===== src/tvui_pkg.sv =====
// tvui_pkg: register map, field positions, source numbers and vector
// arithmetic of the two-level vectored interrupt unit.
// assumes: used through tvui_pkg::name only, nothing imported.
package tvui_pkg;

    // ****************************************************************
    // sizes and reset values
    // ****************************************************************
    localparam int unsigned NSRC     = 22;
    localparam logic [7:0]  RST_BYTE = 8'h00;
    localparam logic [21:0] RST_SRC  = 22'h000000;

    // ****************************************************************
    // register byte addresses (apb, one word each)
    // ****************************************************************
    localparam logic [7:0] ADDR_TCTL = 8'h00; // timer_control_reg
    localparam logic [7:0] ADDR_ENB  = 8'h04; // enable_reg_base
    localparam logic [7:0] ADDR_EN1  = 8'h08; // enable_reg_ext1
    localparam logic [7:0] ADDR_EN2  = 8'h0c; // enable_reg_ext2
    localparam logic [7:0] ADDR_PRB  = 8'h10; // priority_reg_base
    localparam logic [7:0] ADDR_PR1  = 8'h14; // priority_reg_ext1
    localparam logic [7:0] ADDR_PR2  = 8'h18; // priority_reg_ext2
    localparam logic [7:0] ADDR_PEND = 8'h1c; // all pending flags
    localparam logic [7:0] ADDR_P1IF = 8'h20; // port_one_irq_flags
    localparam logic [7:0] ADDR_STAT = 8'h24; // unit status

    // ****************************************************************
    // field positions
    // ****************************************************************
    localparam int unsigned TC_TYPE_A  = 0;
    localparam int unsigned TC_PEND_A  = 1;
    localparam int unsigned TC_TYPE_B  = 2;
    localparam int unsigned TC_PEND_B  = 3;
    localparam int unsigned TC_PEND_T0 = 5;
    localparam int unsigned TC_PEND_T1 = 7;
    localparam int unsigned EN_GLOBAL  = 7;
    localparam int unsigned P1IF_LO    = 4;
    localparam int unsigned BASE_CNT   = 6;  // sources in base registers
    localparam int unsigned EXT1_LO    = 6;  // first source of ext1
    localparam int unsigned EXT2_LO    = 14; // first source of ext2

    // ****************************************************************
    // source numbers (fixed priority order)
    // ****************************************************************
    localparam int unsigned SRC_PIN_A  = 0;
    localparam int unsigned SRC_T0     = 1;
    localparam int unsigned SRC_PIN_B  = 2;
    localparam int unsigned SRC_T1     = 3;
    localparam int unsigned SRC_T2     = 5;
    localparam int unsigned SRC_CA     = 9;
    localparam int unsigned SRC_EXT4   = 16;
    localparam int unsigned SRC_UNUSED = 20;
    localparam int unsigned SRC_XTAL   = 21;

    // ****************************************************************
    // vectors
    // ****************************************************************
    localparam logic [15:0] VEC_BASE = 16'h0003;
    localparam int unsigned VEC_SHIFT = 3; // eight-byte slots

    // arbitration result
    typedef struct packed {
        logic       valid;
        logic       hi;
        logic [4:0] idx;
    } tvui_win_t;

    // lowest set bit wins
    function automatic logic [4:0] first_idx(input logic [21:0] v);
        logic [4:0] r;
        r = 5'h00;
        for (int i = NSRC - 1; i >= 0; i--) begin
            if (v[i]) begin
                r = 5'(i);
            end
        end
        return r;
    endfunction : first_idx

    // vector address of a source
    function automatic logic [15:0] vec_of(input logic [4:0] idx);
        return VEC_BASE + (16'(idx) << VEC_SHIFT);
    endfunction : vec_of

endpackage : tvui_pkg


===== src/tvui_sense.sv =====
// tvui_sense: synchroniser and falling-edge detect for active-low pins.
// assumes: pins are asynchronous to mclk.
`timescale 1ns/1ns
`default_nettype none
module tvui_sense #(
    parameter int unsigned N = 6
) (
    input  wire logic         mclk,
    input  wire logic         rst_n,
    input  wire logic [N-1:0] pin_n,
    output logic      [N-1:0] low,
    output logic      [N-1:0] fall
);
    logic [N-1:0] s1_q, s2_q, s3_q;
    logic [N-1:0] s1_d, s2_d, s3_d;

    // ****************************************************************
    // two-stage sync plus one history stage
    // ****************************************************************
    always_comb begin
        s1_d = pin_n;
        s2_d = s1_q;
        s3_d = s2_q;
    end

    always_ff @(posedge mclk or negedge rst_n) begin
        if (!rst_n) begin
            s1_q <= '1;
            s2_q <= '1;
            s3_q <= '1;
        end else begin
            s1_q <= s1_d;
            s2_q <= s2_d;
            s3_q <= s3_d;
        end
    end

    // active-low level and high-to-low transition
    assign low  = ~s2_q;
    assign fall = s3_q & ~s2_q;

endmodule : tvui_sense
`default_nettype wire


===== src/tvui_arb.sv =====
// tvui_arb: two-level priority decode with in-service blocking.
// assumes: req already masked by enables; pure combinational.
`timescale 1ns/1ns
`default_nettype none
module tvui_arb (
    input  wire logic [21:0]         req,
    input  wire logic [21:0]         pri,
    input  wire logic                ins_lo,
    input  wire logic                ins_hi,
    output tvui_pkg::tvui_win_t      win
);
    logic [21:0] hi_req;
    logic [21:0] lo_req;

    // ****************************************************************
    // high level first, then fixed order within a level
    // ****************************************************************
    always_comb begin
        hi_req = req & pri;
        lo_req = req & ~pri;
        win    = '0;
        if (|hi_req && !ins_hi) begin
            win.valid = 1'b1;
            win.hi    = 1'b1;
            win.idx   = tvui_pkg::first_idx(hi_req);
        end else if (|lo_req && !ins_hi && !ins_lo) begin
            win.valid = 1'b1;
            win.hi    = 1'b0;
            win.idx   = tvui_pkg::first_idx(lo_req);
        end
    end

endmodule : tvui_arb
`default_nettype wire


===== src/tvui_unit.sv =====
// tvui_unit: two-level vectored interrupt unit, apb registers, core port.
// assumes: core, peripherals and apb master run on mclk; pins are async.
//
// Overview of operation
// RULE_01 - pins a, b: low level or falling edge
// RULE_02 - pins a, b pending in control bits 1, 3
// RULE_03 - edge pending cleared when core vectors
// RULE_04 - level mode pending follows the pin
// RULE_05 - source holds level until recognised
// RULE_06 - source releases level before routine ends
// RULE_07 - ext 4-7 falling edge, flags bits 4-7
// RULE_08 - vectors 0x0003 upward in eight-byte steps
// RULE_09 - counter array flags share one vector
// RULE_10 - timer two flags share one vector
// RULE_11 - comparator edges have own vectors
// RULE_12 - per-source priority bit, reset low
// RULE_13 - high preempts low, high never preempted
// RULE_14 - higher level first, then lowest number
// RULE_15 - sample and decode every clock
// RULE_16 - one clock detect then four-clock call
// RULE_17 - one instruction after return before call
// RULE_18 - longest unblocked response eighteen clocks
// RULE_19 - equal or higher routine blocks until return
// RULE_20 - flags set even when source disabled
// RULE_21 - global enable gates every source
// RULE_22 - software set of flag raises request
// RULE_23 - flag still set after return re-enters
// RULE_24 - one in-service marker per level
// RULE_25 - vector and request out, acknowledge in
//
// Implementation choices: the APB slave port and the register addresses.
`timescale 1ns/1ns
`default_nettype none
module tvui_unit (
    input  wire logic        mclk,
    input  wire logic        rst_n,
    // apb slave
    input  wire logic        psel,
    input  wire logic        penable,
    input  wire logic        pwrite,
    input  wire logic [7:0]  paddr,
    input  wire logic [31:0] pwdata,
    output logic      [31:0] prdata,
    output logic             pready,
    output logic             pslverr,
    // external request pins, active low
    input  wire logic        ext_req_pin_a_n,
    input  wire logic        ext_req_pin_b_n,
    input  wire logic [3:0]  ext47_pin_n,
    // peripheral set pulses
    input  wire logic [21:0] periph_set,
    input  wire logic        timer_two_overflow_flag,
    input  wire logic        timer_two_ext_flag,
    input  wire logic        counter_array_overflow,
    input  wire logic [4:0]  counter_module_flag,
    input  wire logic        crystal_ready_flag,
    // core side
    input  wire logic        instr_boundary,
    input  wire logic        call_ack,
    input  wire logic        irq_return_instr_done,
    output logic             call_req,
    output logic      [15:0] call_vector,
    output logic             in_service_lo,
    output logic             in_service_hi
);
    logic [21:0] pend_q, pend_d, en_q, en_d, pri_q, pri_d;
    logic [1:0]  trig_q, trig_d;
    logic        glob_q, glob_d;
    logic        pready_q, pready_d, pslverr_q, pslverr_d;
    logic [31:0] prdata_q, prdata_d, rdata;
    logic        addr_ok, wr_en;
    logic [21:0] sw_mask, sw_val, hw_set, elig;
    logic [5:0]  pin_low, pin_fall;
    tvui_pkg::tvui_win_t win;
    logic        req_q, req_d, hi_q, hi_d, hold_q, hold_d;
    logic        ins_lo_q, ins_lo_d, ins_hi_q, ins_hi_d;
    logic [4:0]  idx_q, idx_d;
    logic [15:0] vec_q, vec_d;
    logic        ack_take;

    // ****************************************************************
    // pin sensing
    // ****************************************************************
    tvui_sense #(.N(6)) u_sense (
        .mclk  (mclk),
        .rst_n (rst_n),
        .pin_n ({ext47_pin_n, ext_req_pin_b_n, ext_req_pin_a_n}),
        .low   (pin_low),
        .fall  (pin_fall)
    );

    // ****************************************************************
    // apb slave: one wait state, registered answer
    // ****************************************************************
    assign wr_en = psel & penable & pwrite & pready_q;

    // read mux and address check
    always_comb begin
        rdata   = 32'h00000000;
        addr_ok = 1'b1;
        unique case (paddr)
            tvui_pkg::ADDR_TCTL: begin
                rdata[tvui_pkg::TC_TYPE_A]  = trig_q[0];
                rdata[tvui_pkg::TC_PEND_A]  = pend_q[tvui_pkg::SRC_PIN_A]; // see RULE_02
                rdata[tvui_pkg::TC_TYPE_B]  = trig_q[1];
                rdata[tvui_pkg::TC_PEND_B]  = pend_q[tvui_pkg::SRC_PIN_B];
                rdata[tvui_pkg::TC_PEND_T0] = pend_q[tvui_pkg::SRC_T0];
                rdata[tvui_pkg::TC_PEND_T1] = pend_q[tvui_pkg::SRC_T1];
            end
            tvui_pkg::ADDR_ENB: begin
                rdata[5:0]                 = en_q[5:0];
                rdata[tvui_pkg::EN_GLOBAL] = glob_q;
            end
            tvui_pkg::ADDR_EN1:  rdata[7:0]  = en_q[13:6];
            tvui_pkg::ADDR_EN2:  rdata[7:0]  = en_q[21:14];
            tvui_pkg::ADDR_PRB:  rdata[5:0]  = pri_q[5:0];
            tvui_pkg::ADDR_PR1:  rdata[7:0]  = pri_q[13:6];
            tvui_pkg::ADDR_PR2:  rdata[7:0]  = pri_q[21:14];
            tvui_pkg::ADDR_PEND: rdata[21:0] = pend_q;
            tvui_pkg::ADDR_P1IF: rdata[7:4]  = pend_q[19:16];
            tvui_pkg::ADDR_STAT: rdata[12:0] = {idx_q, 5'h00, req_q, ins_hi_q, ins_lo_q};
            default:             addr_ok     = 1'b0;
        endcase
    end

    // answer registers
    always_comb begin
        pready_d  = psel & penable & ~pready_q;
        prdata_d  = pready_d ? rdata : prdata_q;
        pslverr_d = pready_d & ~addr_ok;
    end

    always_ff @(posedge mclk or negedge rst_n) begin
        if (!rst_n) begin
            pready_q  <= 1'b0;
            prdata_q  <= 32'h00000000;
            pslverr_q <= 1'b0;
        end else begin
            pready_q  <= pready_d;
            prdata_q  <= prdata_d;
            pslverr_q <= pslverr_d;
        end
    end

    // ****************************************************************
    // control registers: trigger type, enables, priorities
    // ****************************************************************
    always_comb begin
        trig_d = trig_q;
        en_d   = en_q;
        pri_d  = pri_q;
        glob_d = glob_q;
        if (wr_en) begin
            unique case (paddr)
                tvui_pkg::ADDR_TCTL: trig_d = {pwdata[tvui_pkg::TC_TYPE_B],
                                               pwdata[tvui_pkg::TC_TYPE_A]}; // see RULE_01
                tvui_pkg::ADDR_ENB: begin
                    en_d[5:0] = pwdata[5:0];
                    glob_d    = pwdata[tvui_pkg::EN_GLOBAL]; // see RULE_21
                end
                tvui_pkg::ADDR_EN1: en_d[13:6]   = pwdata[7:0];
                tvui_pkg::ADDR_EN2: en_d[21:14]  = pwdata[7:0];
                tvui_pkg::ADDR_PRB: pri_d[5:0]   = pwdata[5:0];   // see RULE_12
                tvui_pkg::ADDR_PR1: pri_d[13:6]  = pwdata[7:0];
                tvui_pkg::ADDR_PR2: pri_d[21:14] = pwdata[7:0];
                default: ;
            endcase
        end
    end

    always_ff @(posedge mclk or negedge rst_n) begin
        if (!rst_n) begin
            trig_q <= 2'h0;
            en_q   <= tvui_pkg::RST_SRC;
            pri_q  <= tvui_pkg::RST_SRC; // all low after reset, see RULE_12
            glob_q <= 1'b0;
        end else begin
            trig_q <= trig_d;
            en_q   <= en_d;
            pri_q  <= pri_d;
            glob_q <= glob_d;
        end
    end

    // ****************************************************************
    // pending flags
    // ****************************************************************
    // software write lanes into the flags
    always_comb begin
        sw_mask = 22'h000000;
        sw_val  = 22'h000000;
        if (wr_en) begin
            unique case (paddr)
                tvui_pkg::ADDR_TCTL: begin
                    sw_mask[3:0] = 4'hf;
                    sw_val[3:0]  = {pwdata[tvui_pkg::TC_PEND_T1], pwdata[tvui_pkg::TC_PEND_B],
                                    pwdata[tvui_pkg::TC_PEND_T0], pwdata[tvui_pkg::TC_PEND_A]};
                end
                tvui_pkg::ADDR_PEND: begin
                    sw_mask = 22'h3fffff;
                    sw_val  = pwdata[21:0];
                end
                tvui_pkg::ADDR_P1IF: begin
                    sw_mask[19:16] = 4'hf;
                    sw_val[19:16]  = pwdata[7:4]; // see RULE_07
                end
                default: ;
            endcase
        end
    end

    // hardware set events, shared vectors merged
    always_comb begin
        hw_set = periph_set;
        hw_set[tvui_pkg::SRC_PIN_A] = pin_fall[0] & trig_q[0];
        hw_set[tvui_pkg::SRC_PIN_B] = pin_fall[1] & trig_q[1];
        hw_set[tvui_pkg::SRC_T2] = periph_set[tvui_pkg::SRC_T2] | timer_two_overflow_flag
                                   | timer_two_ext_flag;                   // see RULE_10
        hw_set[tvui_pkg::SRC_CA] = periph_set[tvui_pkg::SRC_CA] | counter_array_overflow
                                   | (|counter_module_flag);               // see RULE_09
        hw_set[19:16] = pin_fall[5:2];                                     // see RULE_07
        hw_set[tvui_pkg::SRC_XTAL] = periph_set[tvui_pkg::SRC_XTAL] | crystal_ready_flag;
        hw_set[tvui_pkg::SRC_UNUSED] = 1'b0;
    end

    // next flags: write, vector clear, then set wins
    always_comb begin
        pend_d = (pend_q & ~sw_mask) | (sw_val & sw_mask); // see RULE_22
        if (ack_take && idx_q == 5'(tvui_pkg::SRC_PIN_A) && trig_q[0]) begin
            pend_d[tvui_pkg::SRC_PIN_A] = 1'b0; // see RULE_03
        end
        if (ack_take && idx_q == 5'(tvui_pkg::SRC_PIN_B) && trig_q[1]) begin
            pend_d[tvui_pkg::SRC_PIN_B] = 1'b0; // see RULE_03
        end
        pend_d = pend_d | hw_set; // set regardless of enable, see RULE_20
        if (!trig_q[0]) begin
            pend_d[tvui_pkg::SRC_PIN_A] = pin_low[0]; // see RULE_04
        end
        if (!trig_q[1]) begin
            pend_d[tvui_pkg::SRC_PIN_B] = pin_low[1]; // see RULE_04
        end
        pend_d[tvui_pkg::SRC_UNUSED] = 1'b0;
    end

    always_ff @(posedge mclk or negedge rst_n) begin
        if (!rst_n) begin
            pend_q <= tvui_pkg::RST_SRC;
        end else begin
            pend_q <= pend_d;
        end
    end

    // ****************************************************************
    // arbitration, every clock
    // ****************************************************************
    assign elig = pend_q & en_q & {22{glob_q}}; // see RULE_20, RULE_21

    tvui_arb u_arb (
        .req    (elig),
        .pri    (pri_q),
        .ins_lo (ins_lo_q),
        .ins_hi (ins_hi_q),
        .win    (win)
    );

    // ****************************************************************
    // core handshake and in-service markers
    // ****************************************************************
    assign ack_take = call_ack & req_q;

    // request, vector, hold after return, markers
    always_comb begin
        req_d = win.valid & ~hold_q & ~irq_return_instr_done & ~call_ack; // see RULE_15, RULE_16
        idx_d = win.idx;
        hi_d  = win.hi;
        vec_d = tvui_pkg::vec_of(win.idx); // see RULE_08, RULE_11, RULE_14
        hold_d = hold_q;
        if (irq_return_instr_done) begin
            hold_d = 1'b1; // see RULE_17, RULE_23
        end else if (instr_boundary) begin // see RULE_18
            hold_d = 1'b0;
        end
        ins_lo_d = ins_lo_q;
        ins_hi_d = ins_hi_q;
        if (irq_return_instr_done) begin
            if (ins_hi_q) begin
                ins_hi_d = 1'b0; // see RULE_24
            end else begin
                ins_lo_d = 1'b0;
            end
        end
        if (ack_take) begin
            if (hi_q) begin
                ins_hi_d = 1'b1; // see RULE_13, RULE_24
            end else begin
                ins_lo_d = 1'b1; // see RULE_19
            end
        end
    end

    always_ff @(posedge mclk or negedge rst_n) begin
        if (!rst_n) begin
            req_q    <= 1'b0;
            idx_q    <= 5'h00;
            hi_q     <= 1'b0;
            vec_q    <= 16'h0000;
            hold_q   <= 1'b0;
            ins_lo_q <= 1'b0;
            ins_hi_q <= 1'b0;
        end else begin
            req_q    <= req_d; // see RULE_25
            idx_q    <= idx_d;
            hi_q     <= hi_d;
            vec_q    <= vec_d;
            hold_q   <= hold_d;
            ins_lo_q <= ins_lo_d;
            ins_hi_q <= ins_hi_d;
        end
    end

    // outputs straight from flops
    assign prdata        = prdata_q;
    assign pready        = pready_q;
    assign pslverr       = pslverr_q;
    assign call_req      = req_q;
    assign call_vector   = vec_q;
    assign in_service_lo = ins_lo_q;
    assign in_service_hi = ins_hi_q;
endmodule : tvui_unit
`default_nettype wire


===== config.mk =====
export PLATFORM = sky130hd
export DESIGN_NAME = tvui_unit
export DESIGN_NICKNAME = d
export VERILOG_FILES = /design/src/tvui_pkg.sv /design/src/tvui_sense.sv /design/src/tvui_arb.sv /design/src/tvui_unit.sv
export SDC_FILE = /design/constraint.sdc
export NUM_CORES = 1
export LEC_CHECK = 0
export BUFFER_PORTS_ARGS = -buffer_cell sky130_fd_sc_hd__buf_2
export CORE_ASPECT_RATIO = 0.8
export CORE_MARGIN = 4
export CORE_UTILIZATION = 55
export DETAILED_ROUTE_END_ITERATION = 16
export PLACE_DENSITY = 0.85
export REMOVE_ABC_BUFFERS = 1
export SLEW_MARGIN = 20
export SYNTH_ARGS = -nofsm -noshare
export SYNTH_HDL_FRONTEND = slang
export SYNTH_HIERARCHICAL = 1
export SYNTH_SLANG_ARGS = --single-unit

===== constraint.sdc =====
create_clock -name mclk -period 2.65 [get_ports mclk]
set_input_delay 0.265 -clock mclk [delete_from_list [all_inputs] [get_ports mclk]]
set_output_delay 0.265 -clock mclk [all_outputs]
set_load 0.05 [all_outputs]

==> impl_metrics.toml, run 1 <==
[run_status]
status = "finished clean"

[worst_setup_path]
r2r_start = "glob_q"
crit_fanout = 5
r2r_slack_ns = 0.07
worstRegToRegCells = 9
arrival_ns = 2.89
critPathKind = "reg -> reg"
worst_setup_path_end_kind = "register"
crit_required_ns = 2.96
startpoint_type = "register"
r2r-end = "idx_q[2]"

[hold_path]
hold_path.class = "in -> reg"
whs_endpoint = "hold_q"
hold_depth = 2
hp-start = "instr_boundary"

[global_route]
grt_max_degree = 53
grt_pass1_wl_um = 32600
overflow = 0
track_usage_pct = 31.3
grt_antenna_before_repair = 0
grt_pass1_vias = 5860

[power]
combPwrFrac_pct = 9.8
p_sw_share_pct = 27.3
clkPwrFrac_pct = 49.6
leakage_nw = 3.80
p_int_mw = 3.42
p_seq_share_pct = 40.6
peakVddDrop_mv = 0.452
power_density_nw_per_um2 = 588
switching_power_mw = 1.28

[detailed_routing]
wl_per_cell_um = 22.6
first_pass_iters = 5
vias = 5955
drc = 0
drtIter0Drc = 786
routed_wl_um = 20800
drt-vias-per-instance = 6.47
ant_nets = 0

[cells_and_area]
layout_common_cells = "dfrtp_1, buf_2, nand2_1"
layout.cells.most_common = "dfrtp_1"
final_cells = 921
drive_above_1_share_pct = 34.4
n_antenna_cell = 0
fill_cells = 868
final_net_count = 845
area_delta_synth_final_pct = 21.5

[timing]
max_freq_ghz = 0.387
setup_violations = 0
fin_tns_setup_ns = 0
finClkSkew_ns = 0.00843
rsz0062_at_grt = "no"
worst_pin_slew_ns = 0.753
slew_violations = 0
period_share_pct = 97.5
slew_headroom_pct = 49.2
layout_min_cycle_time_ns = 2.58
hold_viol = 0

[logic_synthesis]
syn_area_per_cell_um2 = 10.5
syn-cell-area_um2 = 6570
synthCells = 624
ys_warn_count = 6

[die]
rows = 35
die_w_um = 130
initial_core_util_pct = 56.6
core-area_um2 = 11600
die_area_um2 = 13800
io_pins = 138
fp.dieH_um = 106

[job]
maxCapViolations = 0

[place]
portBuffers = 99
gp_congestion = 0.996
place_inst = 882
dpl.hpwl_um = 15300

[cts]
cts_tree = "built"
post_cts_buffers = 0
cts_buffer_depth = 2
path_clk_slew_ns = 0.06
cts_buffers = 17
htreeDepth = 4
cts_root_buf = "clkbuf_16"
worstSkewPairLatency_ns = 0.42
clock_sinks = 120
==> critical path, cell delays in order, from the launching register on <==
cell	delay, ns
dfrtp_1	0.39
buf_4	0.15
and3_1	0.17
buf_4	0.15
a22oi_1	0.34
nand4b_1	0.30
nor3_1	0.36
a211oi_1	0.18
and3_1	0.22
a31o_2	0.21
==> final cells by class <==
type                       instances  area [um2]  area share, %
inverter                          14        52.6          0.658
timing repair buffer             138         821           10.3
clock inverter                    15         168           2.10
sequential                       120        3030           37.9
tap                              148         185           2.32
multi-input combinational        469        3310           41.5
clock buffer                      17         425           5.32
==> per-stage QoR <==
step	worst slack [ns]	cell area (um2)	hold WS (ns)	util, %	total power [mW]
floorplan	0.359	6380	-0.0306	-	2.17
global placement	0.248	7320	0.346	63.1	2.37
detailed placement	0.208	7320	0.349	63.1	2.39
CTS	0.136	7980	0.0111	68.8	4.71
global route	0.0365	7990	0.0258	68.8	4.84
finish	0.0671	7990	0.0211	68.8	4.70
==> power groups by stage <==
stage | Clock (mW) | Combinational, mW | Sequential, mW
floorplan | 0 | 0.161 | 2.01
global placement | 0 | 0.437 | 1.94
detailed placement | 0 | 0.446 | 1.94
CTS | 2.35 | 0.457 | 1.91
global route | 2.44 | 0.494 | 1.91
finish | 2.33 | 0.461 | 1.91
==> registers in the layout, indices dropped and copies added (netlist names), 5 cells and up <==
register / flops
en_q: 22
idx_q: 5
pend_q: 21
prdata: 21
pri_q: 22
u_sense/s1_q: 6
u_sense/s2_q: 6
u_sense/s3_q: 6
==> timing repair <==
item                                    CTS  global route
gates resized for setup                   0             1
hold buffers                              7             0
hold endpoints to repair                 47             0
endpoints found under the setup margin    0             3
==> worst max-delay path by stage <==
stage	startpoint	end	slack (ns)	depth (start not counted)
2_1_floorplan	glob_q	idx_q[0]	0.36	7
3_3_place_gp	glob_q	idx_q[0]	0.25	8
3_5_place_dp	glob_q	idx_q[0]	0.21	8
4_1_cts	glob_q	idx_q[3]	0.14	8
5_1_grt	glob_q	call_req	0.04	8
6_report	glob_q	idx_q[2]	0.07	9
==> layer usage <==
metal  part of all wire (%)  GRT usage (%)  wire, um  up-vias
met5                      0              0         0        -
met4                    1.8           9.35       369        0
met3                     11           8.31      2210       43
met2                     46           46.9      9580      378
met1                     42           44.6      8640     2959
li1                       -              -         -     2575
No activity file was read; power rests on OpenSTA's default activity.
==> run 2: changes to the inputs <==
--- a/config.mk
+++ b/config.mk
@@ -6,11 +6,11 @@
 export NUM_CORES = 1
 export LEC_CHECK = 0
 export BUFFER_PORTS_ARGS = -buffer_cell sky130_fd_sc_hd__buf_2
-export CORE_ASPECT_RATIO = 0.8
+export CORE_ASPECT_RATIO = 1.75
 export CORE_MARGIN = 4
-export CORE_UTILIZATION = 55
+export CORE_UTILIZATION = 25
 export DETAILED_ROUTE_END_ITERATION = 16
-export PLACE_DENSITY = 0.85
+export PLACE_DENSITY = 0.48
 export REMOVE_ABC_BUFFERS = 1
 export SLEW_MARGIN = 20
 export SYNTH_ARGS = -nofsm -noshare
==> run 2 against run 1 <==
Power is 2.0% lower. Global-route usage is 14 points lower. Sequential power hardly changed. Wire length is 18% higher. Fmax is 4.1% higher. Critical path type unchanged. Largest cell class unchanged. Highest routed layer unchanged.
==> impl_metrics.toml, run 2 (synthesis gave the netlist of run 1 again) <==
[power]
p_seq_share_pct = 41.5
fin_total_pwr_mw = 4.60
power_density_nw_per_um2 = 556
p_sw_share_pct = 28.6
p_int_mw = 3.29
switching_power_mw = 1.32
peakVddDrop_mv = 0.343
combPwrFrac_pct = 10.2
leakage_nw = 3.86
clkPwrFrac_pct = 48.4

[job]
maxCapViolations = 0

[timing]
hold_viol = 0
rsz0062_at_grt = "no"
max_freq_ghz = 0.403
worst_pin_slew_ns = 0.822
layout_min_cycle_time_ns = 2.48
setup_violations = 0
finClkSkew_ns = 0.0110
holdWs_ns = 0.0199
slew_headroom_pct = 44.6
period_share_pct = 93.6
slew_violations = 0

[place]
gp_congestion = 0.878
dpl_cell_area_um2 = 7610
place_inst = 1064
portBuffers = 99
dpl.hpwl_um = 19200

[cts]
clock_sinks = 120
path_clk_slew_ns = 0.06
worstSkewPairLatency_ns = 0.44
cts_root_buf = "clkbuf_16"
cts_tree = "built"
cts_buffers = 17
htreeDepth = 4
cts_buffer_depth = 2

[cells_and_area]
layout.cells.most_common = "dfrtp_1"
stdcell_area_um2 = 8280
final_cells = 1107
area_delta_synth_final_pct = 26.0
layout_common_cells = "dfrtp_1, buf_2, nand2_1"
drive_above_1_share_pct = 35.3
n_antenna_cell = 0
postLayoutCoreUtil_pct = 31.9
final_net_count = 859
top_regs = "en_q x22, pri_q x22"

[worst_setup_path]
critPathKind = "reg -> reg"
startpoint_type = "register"
cp_slowest_cell = "or4_4"
arrival_ns = 2.80
slowest_delay_ns = 0.59
critPathBufInv = 0
crit_fanout = 13
worst_setup_path_end_kind = "register"
cp_cell_sequence = "and3_1 > or2b_2 > nand4_1 > or4_4 > o31ai_1 > o21ai_0 > nor4b_1"
crit_required_ns = 2.97
crit_family = "simple AND/OR/NAND/NOR gates"

[global_route]
grt_max_degree = 59
grt_antenna_before_repair = 0
grt_pass1_wl_um = 36800
grt_pass1_vias = 5814
track_usage_pct = 17.4
overflow = 0

[die]
die_area_um2 = 29100
io_pins = 138
die_w_um = 131
initial_core_util_pct = 25.3
core-area_um2 = 26000
fp.dieH_um = 223
rows = 78

[detailed_routing]
drt-vias-per-instance = 5.06
first_pass_iters = 5
wl_per_cell_um = 22.2
routed_wl_um = 24600
drtIter0Drc = 290
ant_nets = 0
vias = 5602
drc = 0

[hold_path]
hold_path.class = "in -> reg"

[run_status]
status = "finished clean"
-- run 2: cell count changes in the layout (fill, tap and decap cells not counted), moves of 2 or more --
| cell | previous run | this run |
|---|---|---|
| bufinv_16 | 2 | 0 |
| buf_4 | 32 | 44 |
| clkinvlp_4 | 2 | 0 |
| dlygate4sd3_1 | 7 | 9 |
| inv_4 | 0 | 3 |
-- run 2: cell type report --
type	instances	area, um2
fill	2746	17700
inverter	14	52.6
clock buffer	19	454
sequential	120	3030
tap	320	400
multi-input combinational	469	3310
clock inverter	13	105
timing repair buffer	152	931
-- run 2: worst paths after layout --
check	start	end	slack, ns	cells after the start
max in group asynchronous	rst_n	u_sense/s2_q[0]	1.53	3
min in group asynchronous	rst_n	prdata[13]	0.35	2
hold / removal	periph_set[21]	pend_q[21]	0.02	3
setup reg to reg	glob_q	call_req	0.17	7
setup / recovery	glob_q	call_req	0.17	7
hold reg to reg	u_sense/s1_q[5]	u_sense/s2_q[5]	0.36	0
-- run 2: worst min-delay path, delay by kind of cell --
kind | cells | cell delay (ns)
buf+inv | 1 | 0.07
simple gates | 2 | 0.08
-- run 2: stage by stage --
step                      setup TNS, ns  worst slack [ns]
after floorplan                       0             0.359
after global placement          -0.0353           -0.0198
after detailed placement        -0.0778           -0.0323
after CTS                             0            0.0653
after global routing                  0            0.0166
final                                 0             0.170
-- run 2: timing repair --
item,CTS,global route
hold buffers,9,0
hold endpoints to repair,33,0
resized for setup,0,3
endpoints found under the setup margin,3,6
buffers inserted,1,1
pin swaps,1,1
-- run 2: power by group through the flow --
stage,sequential (mW),clock (mW),combinational [mW]
4_1_cts,1.91,2.28,0.475
3_3_place_gp,1.94,0,0.463
2_1_floorplan,2.01,0,0.161
3_5_place_dp,1.94,0,0.464
6_report,1.91,2.23,0.469
5_1_grt,1.91,2.34,0.504
-- run 2: routing by layer --
metal | track usage [%] | up-vias | routed length (um)
li1 | - | 2596 | -
met4 | 9.83 | 0 | 1310
met3 | 3.22 | 54 | 1030
met2 | 31.7 | 187 | 13500
met1 | 18.0 | 2765 | 8770
met5 | 0 | - | 0
